--- src/tnc_regs.svh ---
`ifndef TNC_REGS_SVH
`define TNC_REGS_SVH
// Command byte encodings and field positions.
`define TNC_CMD_CLR_TX_INT  8'h00
`define TNC_CMD_DIS_TX      8'h01
`define TNC_CMD_DIS_RX      8'h02
`define TNC_CMD_CLR_RX_INT  8'h08
`define TNC_RX_PAT          3'h4
`define TNC_TX_PAT          3'h3
`define TNC_CFG_PAT         3'h5
`define TNC_CLR_PAT         3'h6
`define TNC_BIT_BCAST       7
`define TNC_BIT_OFFS        5
`define TNC_BIT_CFG_LONG    3
`define TNC_BIT_CLR_POR     3
`define TNC_BIT_CLR_RECONFIG_FLAG   4
`define TNC_PAGE_BYTES      11'h100
// Register map on the bus (byte addresses).
`define TNC_ADDR_CMD        4'h0
`define TNC_ADDR_STATUS     4'h4
`define TNC_ADDR_CTRL       4'h8
`define TNC_ADDR_TXPTR      4'hC
// Reset values.
`define TNC_RST_CTRL        1'b0
`endif

--- src/tnc_pkg.sv ---
package tnc_pkg;
  typedef enum logic [2:0] {
    CMD_NONE, CMD_DIS_TX, CMD_DIS_RX, CMD_EN_RX, CMD_EN_TX,
    CMD_CFG, CMD_CLR, CMD_CHAIN
  } tnc_cmd_type;
  typedef enum logic [1:0] {
    TX_IDLE = 2'b00,
    TX_ARMED = 2'b01,
    TX_SEND = 2'b11
  } tnc_tx_state_type;
endpackage : tnc_pkg

--- src/tnc_decoder.sv ---
// Our own choices: the AHB-Lite register port and the register addresses.
`timescale 1ns/100ps
`include "tnc_regs.svh"
////////////////////////////////////////////////////////////////////////////////
// Behaviour
// RQ1 - Interrupt-clear codes are acted on only while command chaining is on.
// RQ2 - Disable-transmit cancels an armed transmission not yet sending.
// RQ3 - After disable-transmit, next token sets transmitter available.
// RQ4 - Disable-receive cancels any armed receive.
// RQ5 - Disable-receive while idle sets receiver inhibited at next token.
// RQ6 - Disable-receive during reception lets that reception finish.
// RQ7 - Enable-receive: page in bits 4:3, pattern 100, bit 6 zero.
// RQ8 - Enable-receive arms reception into the page, clears receiver inhibited.
// RQ9 - Enable-receive bit 5 adds 256 bytes to the buffer start.
// RQ10 - Enable-receive bit 7 also accepts broadcasts to identifier zero.
// RQ11 - Successful message reception sets receiver inhibited.
// RQ12 - Enable-transmit arms transmission from page at next token.
// RQ13 - Enable-transmit bit 5 starts the buffer 256 bytes into the page.
// RQ14 - Enable-transmit clears transmitter available and transmit acked.
// RQ15 - Transmit completion sets transmitter available.
// RQ16 - Transmit acked is set before transmitter available when acked.
// RQ17 - Acknowledges are made by hardware before the host learns of it.
// RQ18 - Define-configuration bit 3 selects long and short or short only.
// RQ19 - Clear-flags bit 3 clears power-on and excess nack flags.
// RQ20 - Clear-flags bit 4 clears the reconfiguration flag.
// RQ21 - Undefined command bytes change nothing.
module tnc_decoder (
  // Clock and reset.
  input  wire logic        i_clk,
  input  wire logic        i_rst_n,
  // AHB-Lite slave.
  input  wire logic        i_hsel,
  input  wire logic [31:0] i_haddr,
  input  wire logic [1:0]  i_htrans,
  input  wire logic        i_hwrite,
  input  wire logic [2:0]  i_hsize,
  input  wire logic [31:0] i_hwdata,
  input  wire logic        i_hready,
  output logic      [31:0] o_hrdata,
  output logic             o_hreadyout,
  output logic             o_hresp,
  // Protocol engine events.
  input  wire logic        i_token_rx,
  input  wire logic        i_rx_start,
  input  wire logic        i_rx_done_ok,
  input  wire logic        i_tx_ack_rx,
  input  wire logic        i_tx_done,
  input  wire logic        i_por_event,
  input  wire logic        i_excess_nack,
  input  wire logic        i_reconfig,
  // Controls to the protocol engine.
  output logic             o_tx_start,
  output logic             o_rx_armed,
  output logic             o_rx_bcast,
  output logic      [10:0] o_rx_base,
  output logic      [10:0] o_tx_base,
  output logic             o_long_pkts,
  output logic             o_chain_clr_tx,
  output logic             o_chain_clr_rx,
  // Status.
  output logic             o_transmitter_available_flag,
  output logic             o_transmit_acked_flag,
  output logic             o_receiver_inhibited_flag,
  output logic             o_por_flag,
  output logic             o_excess_nack_flag,
  output logic             o_reconfig_flag
);
  //////////////////////////////////////////////////////////////////////////////
  // Bus slave. Zero wait states; writes land at the data phase.
  logic        ph_wr;
  logic [3:0]  ph_addr;
  logic        chain_en;
  logic        rx_busy;
  wire         addr_ok = i_hsel && i_htrans[1] && i_hready;
  // Only the low sixteen bytes are decoded; a stray access above them is
  // dropped so that it cannot alias onto the command register.
  wire         in_map  = (i_haddr[31:4] == 28'h0);
  always_ff @(posedge i_clk or negedge i_rst_n) begin
    if (!i_rst_n) begin
      ph_wr   <= 1'b0;
      ph_addr <= 4'h0;
    end else begin
      ph_wr   <= addr_ok && i_hwrite && in_map;
      ph_addr <= i_haddr[3:0];
    end
  end
  assign o_hreadyout = 1'b1;
  assign o_hresp     = 1'b0;
  wire cmd_wr  = ph_wr && (ph_addr == `TNC_ADDR_CMD);
  wire ctrl_wr = ph_wr && (ph_addr == `TNC_ADDR_CTRL);
  wire [7:0] cmd = i_hwdata[7:0];
  wire [31:0] status_word = {22'h0, rx_busy, o_reconfig_flag,
    o_excess_nack_flag, o_por_flag, o_long_pkts, o_rx_armed,
    o_receiver_inhibited_flag, o_transmit_acked_flag,
    o_transmitter_available_flag, chain_en};
  wire [31:0] rd_mux =
    !in_map                             ? 32'h0 :
    (i_haddr[3:0] == `TNC_ADDR_STATUS) ? status_word :
    (i_haddr[3:0] == `TNC_ADDR_CTRL)   ? {31'h0, chain_en} :
    (i_haddr[3:0] == `TNC_ADDR_TXPTR)  ? {21'h0, o_tx_base} : 32'h0;
  // The read word is captured in the address phase and stands through the
  // whole data phase, so the master finds it at the edge that ends it.
  always_ff @(posedge i_clk or negedge i_rst_n) begin
    if (!i_rst_n) begin
      o_hrdata <= 32'h0;
    end else if (addr_ok && !i_hwrite) begin
      o_hrdata <= rd_mux;
    end
  end
  always_ff @(posedge i_clk or negedge i_rst_n) begin
    if (!i_rst_n) begin
      chain_en <= `TNC_RST_CTRL;
    end else if (ctrl_wr) begin
      chain_en <= i_hwdata[0];
    end
  end
  //////////////////////////////////////////////////////////////////////////////
  // Command classification.
  tnc_pkg::tnc_cmd_type kind;
  tnc_cmd_classify u_cls (
    .i_byte     (cmd),
    .i_chain_en (chain_en),
    .o_kind     (kind)
  );
  wire k_dis_tx = cmd_wr && (kind == tnc_pkg::CMD_DIS_TX);
  wire k_dis_rx = cmd_wr && (kind == tnc_pkg::CMD_DIS_RX);
  wire k_en_rx  = cmd_wr && (kind == tnc_pkg::CMD_EN_RX);
  wire k_en_tx  = cmd_wr && (kind == tnc_pkg::CMD_EN_TX);
  wire k_cfg    = cmd_wr && (kind == tnc_pkg::CMD_CFG);
  wire k_clr    = cmd_wr && (kind == tnc_pkg::CMD_CLR);
  wire k_chain  = cmd_wr && (kind == tnc_pkg::CMD_CHAIN);
  wire [10:0] page_base = {cmd[4:3], 9'h0} +
    (cmd[`TNC_BIT_OFFS] ? `TNC_PAGE_BYTES : 11'h0); // RQ9 RQ13
  //////////////////////////////////////////////////////////////////////////////
  // Transmit side.
  tnc_pkg::tnc_tx_state_type tx_state;
  tnc_pkg::tnc_tx_state_type next_tx_state;
  logic tx_dis_pend;
  always_comb begin
    next_tx_state = tx_state;
    unique case (tx_state)
      tnc_pkg::TX_IDLE: begin
        if (k_en_tx) next_tx_state = tnc_pkg::TX_ARMED; // RQ12
      end
      tnc_pkg::TX_ARMED: begin
        if (k_dis_tx) next_tx_state = tnc_pkg::TX_IDLE; // RQ2
        else if (i_token_rx) next_tx_state = tnc_pkg::TX_SEND;
      end
      tnc_pkg::TX_SEND: begin
        if (i_tx_done) next_tx_state = tnc_pkg::TX_IDLE;
      end
      default: next_tx_state = tnc_pkg::TX_IDLE;
    endcase
  end
  assign o_tx_start = (tx_state == tnc_pkg::TX_ARMED) && i_token_rx &&
                      !k_dis_tx;
  always_ff @(posedge i_clk or negedge i_rst_n) begin
    if (!i_rst_n) begin
      tx_state  <= tnc_pkg::TX_IDLE;
      o_tx_base <= 11'h0;
    end else begin
      tx_state  <= next_tx_state;
      if (k_en_tx && tx_state == tnc_pkg::TX_IDLE) o_tx_base <= page_base;
    end
  end
  always_ff @(posedge i_clk or negedge i_rst_n) begin
    if (!i_rst_n) begin
      tx_dis_pend <= 1'b0;
    end else if (k_dis_tx) begin
      tx_dis_pend <= 1'b1;
    end else if (i_token_rx || k_en_tx) begin
      tx_dis_pend <= 1'b0;
    end
  end
  // Completion sets available; an ack earlier in the sequence sets acked.
  always_ff @(posedge i_clk or negedge i_rst_n) begin
    if (!i_rst_n) begin
      o_transmitter_available_flag <= 1'b1;
      o_transmit_acked_flag        <= 1'b0;
    end else begin
      if ((tx_state == tnc_pkg::TX_SEND && i_tx_done) ||
          (tx_dis_pend && i_token_rx)) begin
        o_transmitter_available_flag <= 1'b1; // RQ3 RQ15
      end else if (k_en_tx) begin
        o_transmitter_available_flag <= 1'b0; // RQ14
      end
      if (tx_state == tnc_pkg::TX_SEND && i_tx_ack_rx) begin
        o_transmit_acked_flag <= 1'b1; // RQ16 RQ17
      end else if (k_en_tx) begin
        o_transmit_acked_flag <= 1'b0; // RQ14
      end
    end
  end
  //////////////////////////////////////////////////////////////////////////////
  // Receive side. A reception in flight is not aborted by disable.
  logic rx_dis_pend;
  always_ff @(posedge i_clk or negedge i_rst_n) begin
    if (!i_rst_n) begin
      o_rx_armed  <= 1'b0;
      o_rx_bcast  <= 1'b0;
      o_rx_base   <= 11'h0;
      rx_busy     <= 1'b0;
      rx_dis_pend <= 1'b0;
    end else begin
      if (k_en_rx) begin
        o_rx_armed <= 1'b1; // RQ7 RQ8
        o_rx_bcast <= cmd[`TNC_BIT_BCAST]; // RQ10
        o_rx_base  <= page_base;
      end else if (k_dis_rx || i_rx_done_ok) begin
        o_rx_armed <= 1'b0; // RQ4
      end
      if (i_rx_start && o_rx_armed) rx_busy <= 1'b1;
      else if (i_rx_done_ok) rx_busy <= 1'b0; // RQ6
      if (k_dis_rx && !rx_busy) rx_dis_pend <= 1'b1; // RQ5
      else if (i_token_rx || k_en_rx) rx_dis_pend <= 1'b0;
    end
  end
  always_ff @(posedge i_clk or negedge i_rst_n) begin
    if (!i_rst_n) begin
      o_receiver_inhibited_flag <= 1'b1;
    end else if ((i_rx_done_ok && rx_busy) ||
                 (rx_dis_pend && i_token_rx)) begin
      o_receiver_inhibited_flag <= 1'b1; // RQ5 RQ11
    end else if (k_en_rx) begin
      o_receiver_inhibited_flag <= 1'b0; // RQ8
    end
  end
  //////////////////////////////////////////////////////////////////////////////
  // Configuration, chain pulses and clearable flags; set beats clear.
  always_ff @(posedge i_clk or negedge i_rst_n) begin
    if (!i_rst_n) begin
      o_long_pkts        <= 1'b0;
      o_chain_clr_tx     <= 1'b0;
      o_chain_clr_rx     <= 1'b0;
      o_por_flag         <= 1'b1;
      o_excess_nack_flag <= 1'b0;
      o_reconfig_flag    <= 1'b0;
    end else begin
      if (k_cfg) o_long_pkts <= cmd[`TNC_BIT_CFG_LONG]; // RQ18
      o_chain_clr_tx <= k_chain && !cmd[3]; // RQ1
      o_chain_clr_rx <= k_chain && cmd[3]; // RQ1
      if (i_por_event) o_por_flag <= 1'b1;
      else if (k_clr && cmd[`TNC_BIT_CLR_POR]) o_por_flag <= 1'b0; // RQ19
      if (i_excess_nack) o_excess_nack_flag <= 1'b1;
      else if (k_clr && cmd[`TNC_BIT_CLR_POR]) begin
        o_excess_nack_flag <= 1'b0; // RQ19
      end
      if (i_reconfig) o_reconfig_flag <= 1'b1;
      else if (k_clr && cmd[`TNC_BIT_CLR_RECONFIG_FLAG]) begin
        o_reconfig_flag <= 1'b0; // RQ20
      end
    end
  end
endmodule : tnc_decoder

--- src/tnc_cmd_classify.sv ---
`timescale 1ns/100ps
`include "tnc_regs.svh"
module tnc_cmd_classify (
  // Command byte in.
  input  wire logic [7:0]          i_byte,
  input  wire logic                i_chain_en,
  // Decoded kind.
  output tnc_pkg::tnc_cmd_type     o_kind
);
  wire is_rx    = (i_byte[2:0] == `TNC_RX_PAT) && !i_byte[6];
  wire is_tx    = (i_byte[2:0] == `TNC_TX_PAT) && (i_byte[7:6] == 2'b00);
  wire is_cfg   = (i_byte[2:0] == `TNC_CFG_PAT) && (i_byte[7:4] == 4'h0);
  wire is_clr   = (i_byte[2:0] == `TNC_CLR_PAT) && (i_byte[7:5] == 3'h0);
  wire is_chain = i_chain_en && ((i_byte == `TNC_CMD_CLR_TX_INT) ||
                  (i_byte == `TNC_CMD_CLR_RX_INT)); // RQ1
  assign o_kind = (i_byte == `TNC_CMD_DIS_TX) ? tnc_pkg::CMD_DIS_TX :
                  (i_byte == `TNC_CMD_DIS_RX) ? tnc_pkg::CMD_DIS_RX :
                  is_rx    ? tnc_pkg::CMD_EN_RX :
                  is_tx    ? tnc_pkg::CMD_EN_TX :
                  is_cfg   ? tnc_pkg::CMD_CFG :
                  is_clr   ? tnc_pkg::CMD_CLR :
                  is_chain ? tnc_pkg::CMD_CHAIN :
                  tnc_pkg::CMD_NONE; // RQ21
endmodule : tnc_cmd_classify

--- config.mk ---
export PLATFORM = sky130hd
export DESIGN_NAME = tnc_decoder
export DESIGN_NICKNAME = d
export VERILOG_FILES = /design/src/tnc_pkg.sv /design/src/tnc_decoder.sv /design/src/tnc_cmd_classify.sv
export VERILOG_INCLUDE_DIRS = /design/src
export SDC_FILE = /design/constraint.sdc
export NUM_CORES = 1
export LEC_CHECK = 0
export ABC_AREA = 1
export BUFFER_PORTS_ARGS = -buffer_cell sky130_fd_sc_hd__buf_4
export CAP_MARGIN = 20
export CORE_ASPECT_RATIO = 1.25
export CORE_MARGIN = 2
export CORE_UTILIZATION = 38
export DETAILED_ROUTE_END_ITERATION = 8
export PLACE_DENSITY = 0.77
export SYNTH_ARGS = -nofsm -noshare
export SYNTH_HDL_FRONTEND = slang
export SYNTH_SLANG_ARGS = --single-unit
--- constraint.sdc ---
create_clock -name i_clk -period 1.3 [get_ports i_clk]
set_clock_uncertainty 0.2 [all_clocks]
set_input_delay 0.26 -clock i_clk [delete_from_list [all_inputs] [get_ports i_clk]]
set_output_delay 0.26 -clock i_clk [all_outputs]
set_load 0.01 [all_outputs]
Word-level counts from Yosys, hierarchy flattened
Index checks and enable logic that the tools add are counted.

Output and inout port bits: 68. Bits of input ports: 82. Logic and storage cells: 142. Flip-flop bits (word level): 76.

Equality and inequality tests: 23. Mux-type cells: 35. Reductions and logical operators: 62. Add/subtract/negate cells: 1.

Operators by type and width (number): $mux W11 (4); $logic_and A1 B1 Y1 (33); $logic_not A28 Y1 (1); $eq A3 B3 Y1 const B (7); $mux W3 (7); $reduce_bool A2 Y1 (10); $mux W1 (18); $eq A4 B4 Y1 const B (3); $add A11 B9 Y11 (1); $eq A3 B2 Y1 const B (3); $mux W9 (1); $eq A8 B1 Y1 const B (1); $eq A8 B2 Y1 const B (1); $eq A8 B4 Y1 const B (1); $logic_not A4 Y1 (2); $logic_not A8 Y1 (1); $mux W2 (4); $logic_or A1 B1 Y1 (6); $pmux W2 S3 (1); $logic_not A1 Y1 (5); $eq A4 B3 Y1 const B (1); $logic_not A2 Y1 (2); $ne A2 B2 Y1 const B (2); $eq A3 B1 Y1 const B (1); 5 further kinds (5).

Depth between registers and ports, before layout
Word-level depth: 15. Mapped depth: 9. Gate-level depth less buffers: 9.

By module
From an unflattened synthesis, not the netlist that was laid out.

Cell total of the unflattened synthesis: 301. Area total of the unflattened synthesis: 2316.0 µm².

Modules (own cells, without submodules): tnc_decoder (times used 1, cells an instance 267, area an instance 2158.3 µm², seq. area each 979.7 µm²); tnc_cmd_classify (times used 1, cells an instance 34, area an instance 157.7 µm², seq. area each 0.0 µm²).

Worst setup path after synthesis
No wires, ideal clock.

Path type: reg-to-reg. From: register ph_addr[1]. To: register tx_state[0]. Setup time: 0.117 ns. Period minus slack after synthesis: 1.382 ns. Arrival: 1.065 ns. Buffers on the path: 0. Required time: 0.983 ns. Slack: -0.082 ns. Cell stages (with the launch flop): 9. Cell sequence: dfrtp_1 nor2_2 nand2_2 nor2_8 nand2_2 a21oi_2 nand2_1 nand2_1 nand2_1.

Cells in the longest elaborated chain, start to end: 5. Elaborated cells on any way between the ends: 9. Those cells by class: eq/ne (2); mux (2); reduce/logical (5).

RTL lines: from (decl) (RTL line tnc_decoder.sv:71) `logic [3:0] ph_addr;`; from (signal assigned) (RTL line tnc_decoder.sv:84) `ph_addr <= i_haddr[3:0];`; $logic_not A4 Y1 (no line) *; $logic_and A1 B1 Y1 * (RTL line tnc_decoder.sv:89) `` wire cmd_wr = ph_wr && (ph_addr == `TNC_ADDR_CMD); ``; $logic_and A1 B1 Y1 (on tied branches) (RTL line tnc_decoder.sv:125, tnc_decoder.sv:128); $ne A3 B3 Y1 (no line), or another cell as far along; $reduce_and A3 Y1 (no line) or $pmux W2 S3 (tied branches); to (signal assigned) (RTL line tnc_decoder.sv:159) `tx_state <= tnc_pkg::TX_IDLE;`; to (signal assigned) (RTL line tnc_decoder.sv:162) `tx_state <= next_tx_state;`; to (decl) (RTL line tnc_decoder.sv:136) `tnc_pkg::tnc_tx_state_type tx_state;`.

Every way passes the cells marked *; elsewhere a longest branch is shown, timed or not. A chain may end at the register's enable or synchronous reset.

Worst setup path in the final report
From: register ph_addr[1]. To: output port o_tx_start.

Cells in the longest elaborated chain, start to end: 5.

RTL lines: $logic_not A4 Y1 (no line); $logic_and A1 B1 Y1 (RTL line tnc_decoder.sv:89); $logic_and A1 B1 Y1 (RTL line tnc_decoder.sv:125) `wire k_dis_tx = cmd_wr && (kind == tnc_pkg::CMD_DIS_TX);`; $logic_not A1 Y1 (RTL line tnc_decoder.sv:156) `!k_dis_tx;`; $logic_and A1 B1 Y1 (RTL line tnc_decoder.sv:155) `assign o_tx_start = (tx_state == tnc_pkg::TX_ARMED) && i_token_rx &&`; to (decl) (RTL line tnc_decoder.sv:52) `output logic o_tx_start,`.

No other way between the ends.

==> impl_metrics.yaml <==
place:
  pre_cts_ws_ns: -0.248
  portBuffers: 82
  routabilityCongestion: 0.839
  post-dp-hpwl_mm: 4.10
  dpl.cell_count: 456
sta:
  tns_ns: -5.81
  drv_slew: 0
  setup_ws_ns: -0.477
  timing.hold.ws_ns: -0.0000899
  min_period_ns: 1.78
  post-route-period-util: 1.37
  rsz0062_at_grt: "yes"
  hold_viol_final: 1
  setup_viol: 24
  fmax_mhz: 563
yosys:
  postSynthCellCount: 286
  postSynthAreaPerCell_sq_um: 7.79
  yosysWarnings: 0
  synthTopCellsByArea: "dfrtp_1, buf_4, nand2_1, nor2_1, nand3_1"
  synth_top_cell_area_share: 0.404
  ys_top_cells_by_count: "nand2_1, buf_4, nor2_1, dfrtp_1, inv_1"
  yosysSeqAreaShare: 0.440
  syn_area_sq_um: 2230
  synth-async-reset-ratio: 1.00
  synth_cell_types: 28
  ys_ff_latch: 39
  yosysMostFrequentCell: "nand2_1"
  synth_edf_count: 0
  synth_flop_cell: "dfrtp_1"
  netlist.top_cell.by_area: "dfrtp_1"
cts:
  h-tree-depth: 2
  clock_latency_ns: 0.29
  cts_root_buffer: "clkbuf_8"
  numCtsBuffers: 5
  path_clk_slew_ns: 0.08
  cts_buffer_depth: 2
  cts_tree: "built"
  clock_sinks: 39
drt:
  wire_per_inst_um: 11.8
  drt_pass1_iterations: 4
  vias_per_cell: 4.48
  first_iter_violations: 121
  wl_mm: 5.90
  drcViolationCount: 0
  ant_nets: 0
  vias: 2246
pwr:
  comb_power_share: 0.266
  switchingPower_mw: 0.882
  clkPwrFrac: 0.284
  p_per_area_nw_per_um2: 805
  p_seq_frac: 0.450
  p_leak_nw: 1.93
  p_sw_frac: 0.304
  p_int_mw: 2.01
  ir_drop_uv: 539
worst_setup_path:
  slowest_stage: "dfrtp_1"
  cpPeakStageDelay_ns: 0.38
  crit_path_end_kind: "output pin"
  path_class: "reg2out"
  path_common_cell: "nand2_2"
  crit_path_max_fanout: 3
  cp-start-kind: "flip-flop"
  required_ns: 0.84
  arrival_ns: 1.32
  cp_cell_sequence: "nor2_2 > nand2_2 > nor2_8 > nand2_2 > nand2_2 > nor2_2 > buf_6"
cells_and_area:
  num_antenna_cells: 0
  register_area_sq_um: 980
  fin_nets: 516
  multi_input_area_sq_um: 1100
  drive_gt1_frac: 0.414
  final_core_util: 0.627
  synthToLayoutAreaGrowth_pct: 61.4
  final_cells: 501
  n_fill_cell: 489
die:
  die-area_sq_um: 6500
  die_w_um: 72.5
  coreArea_sq_um: 5740
  placement_rows: 31
  die_h_um: 89.6
  ios: 150
  initial_utilization: 0.388
outcome:
  outcome: "finished, violations left"
  failed_checks: "negative hold slack, negative setup slack"
global_routing:
  grt_max_degree: 40
  grt_antenna_before_repair: 0
  grtUsageTotal: 0.169
  grt_pass1_vias: 2059
  grt_overflow: 0
  grt_pass1_wl_mm: 8.66
min_path:
  hold_class: "in2reg"
flow_run:
  cap_violations: 0
[power by group through the flow]
stage,Sequential [mW],Clock (mW),Combinational [mW]
global placement,1.33,0,0.627
floorplan,1.34,0,0.392
detailed placement,1.33,0,0.642
global route,1.31,0.896,0.858
finish,1.30,0.822,0.772
CTS,1.30,0.831,0.700
[timing repair]
action / 4_1_cts / 5_1_grt
gates resized for setup: 13 / 42
setup buffers: 11 / 12
hold endpoints to repair: 47 / 0
cloned: 0 / 1
hold buffers: 13 / 0
endpoints found under the setup margin: 32 / 47
pin swaps: 4 / 12
[final cells by class]
cell class | count | share of cell area
Tap cell | 66 | 0.0230
Sequential cell | 39 | 0.272
Clock inverter | 3 | 0.00557
Clock buffer | 5 | 0.0191
Timing Repair Buffer | 145 | 0.344
Inverter | 29 | 0.0310
Multi-Input combinational cell | 214 | 0.305
[stage by stage]
step,total power [mW],hold WS (ns),cell area (sq um)
2_1_floorplan,1.73,-0.236,2370
3_3_place_gp,1.95,0.0491,2960
3_5_place_dp,1.97,0.0538,2960
4_1_cts,2.83,0.00223,3310
5_1_grt,3.06,0.00711,3600
6_report,2.90,-0.0000899,3600
[worst max-delay path, delay by kind of cell, from the launching register on]
kind	cells	cell delay [ns]
buf+inv	1	0.12
flops	1	0.38
simple gates	6	0.53
[flip-flops by register name, summed over array words and instances, names as in the netlist, 2 cells and up]
register and count:
o_hrdata 11, ph_addr 4, o_rx_base 3, o_tx_base 3, tx_state 2
[layer usage]
metal / vias to the layer above / wire, um / share of wire / global-route usage
met5: - / 0 / 0 / 0
met4: 0 / 74 / 0.013 / 0.0539
met3: 10 / 383 / 0.065 / 0.0402
met2: 84 / 3220 / 0.55 / 0.320
met1: 1027 / 2220 / 0.38 / 0.186
li1: 1125 / - / - / -
[kinds of logic (layout without fill, tap and decap cells)]
group,Yosys count,after routing,share of synthesized area
flip-flops,39,39,0.440
other,2,39,0.00337
AND/OR/NAND/NOR,149,150,0.296
AO/OA/AOI/OAI,25,25,0.0702
buffers and inverters,71,182,0.191
[layout by cell type, fill, tap and decap left out, types with 2 or more instances in the layout]
| master | netlist | final |
|---|---|---|
| dfstp_2 | 3 | 3 |
| nand2_2 | 6 | 8 |
| nor2_1 | 40 | 36 |
| inv_1 | 23 | 22 |
| nand2_8 | 0 | 3 |
| nand4_1 | 7 | 7 |
| inv_2 | 5 | 6 |
| o21ai_2 | 0 | 2 |
| clkbuf_8 | 0 | 5 |
| clkinvlp_4 | 0 | 2 |
| nand3_4 | 0 | 2 |
| nor2_2 | 6 | 7 |
| o21ai_0 | 5 | 4 |
| nand2_1 | 66 | 61 |
| nand3_1 | 21 | 19 |
| conb_1 | 2 | 39 |
| buf_6 | 1 | 22 |
| dfrtp_1 | 36 | 36 |
| o21bai_1 | 3 | 3 |
| buf_12 | 0 | 2 |
| buf_4 | 40 | 107 |
| dlygate4sd3_1 | 0 | 13 |
| o22ai_1 | 3 | 2 |
| o21ai_1 | 8 | 7 |
| nor2_4 | 1 | 4 |
[path summary, 6_finish.rpt]
path,start,end,slack (ns),depth (start not counted)
setup / recovery,ph_addr[1],o_tx_start,-0.48,7
hold / removal,i_haddr[2],ph_addr[2],-0.00009,2
setup reg to reg,ph_addr[1],o_tx_base[8],-0.36,10
hold reg to reg,o_hrdata[0],o_hrdata[0],0.30,2
max in group asynchronous,i_rst_n,o_transmitter_available_flag,0.27,2
min in group asynchronous,i_rst_n,o_hrdata[6],0.27,2
Power figures use the tool's default switching activity.
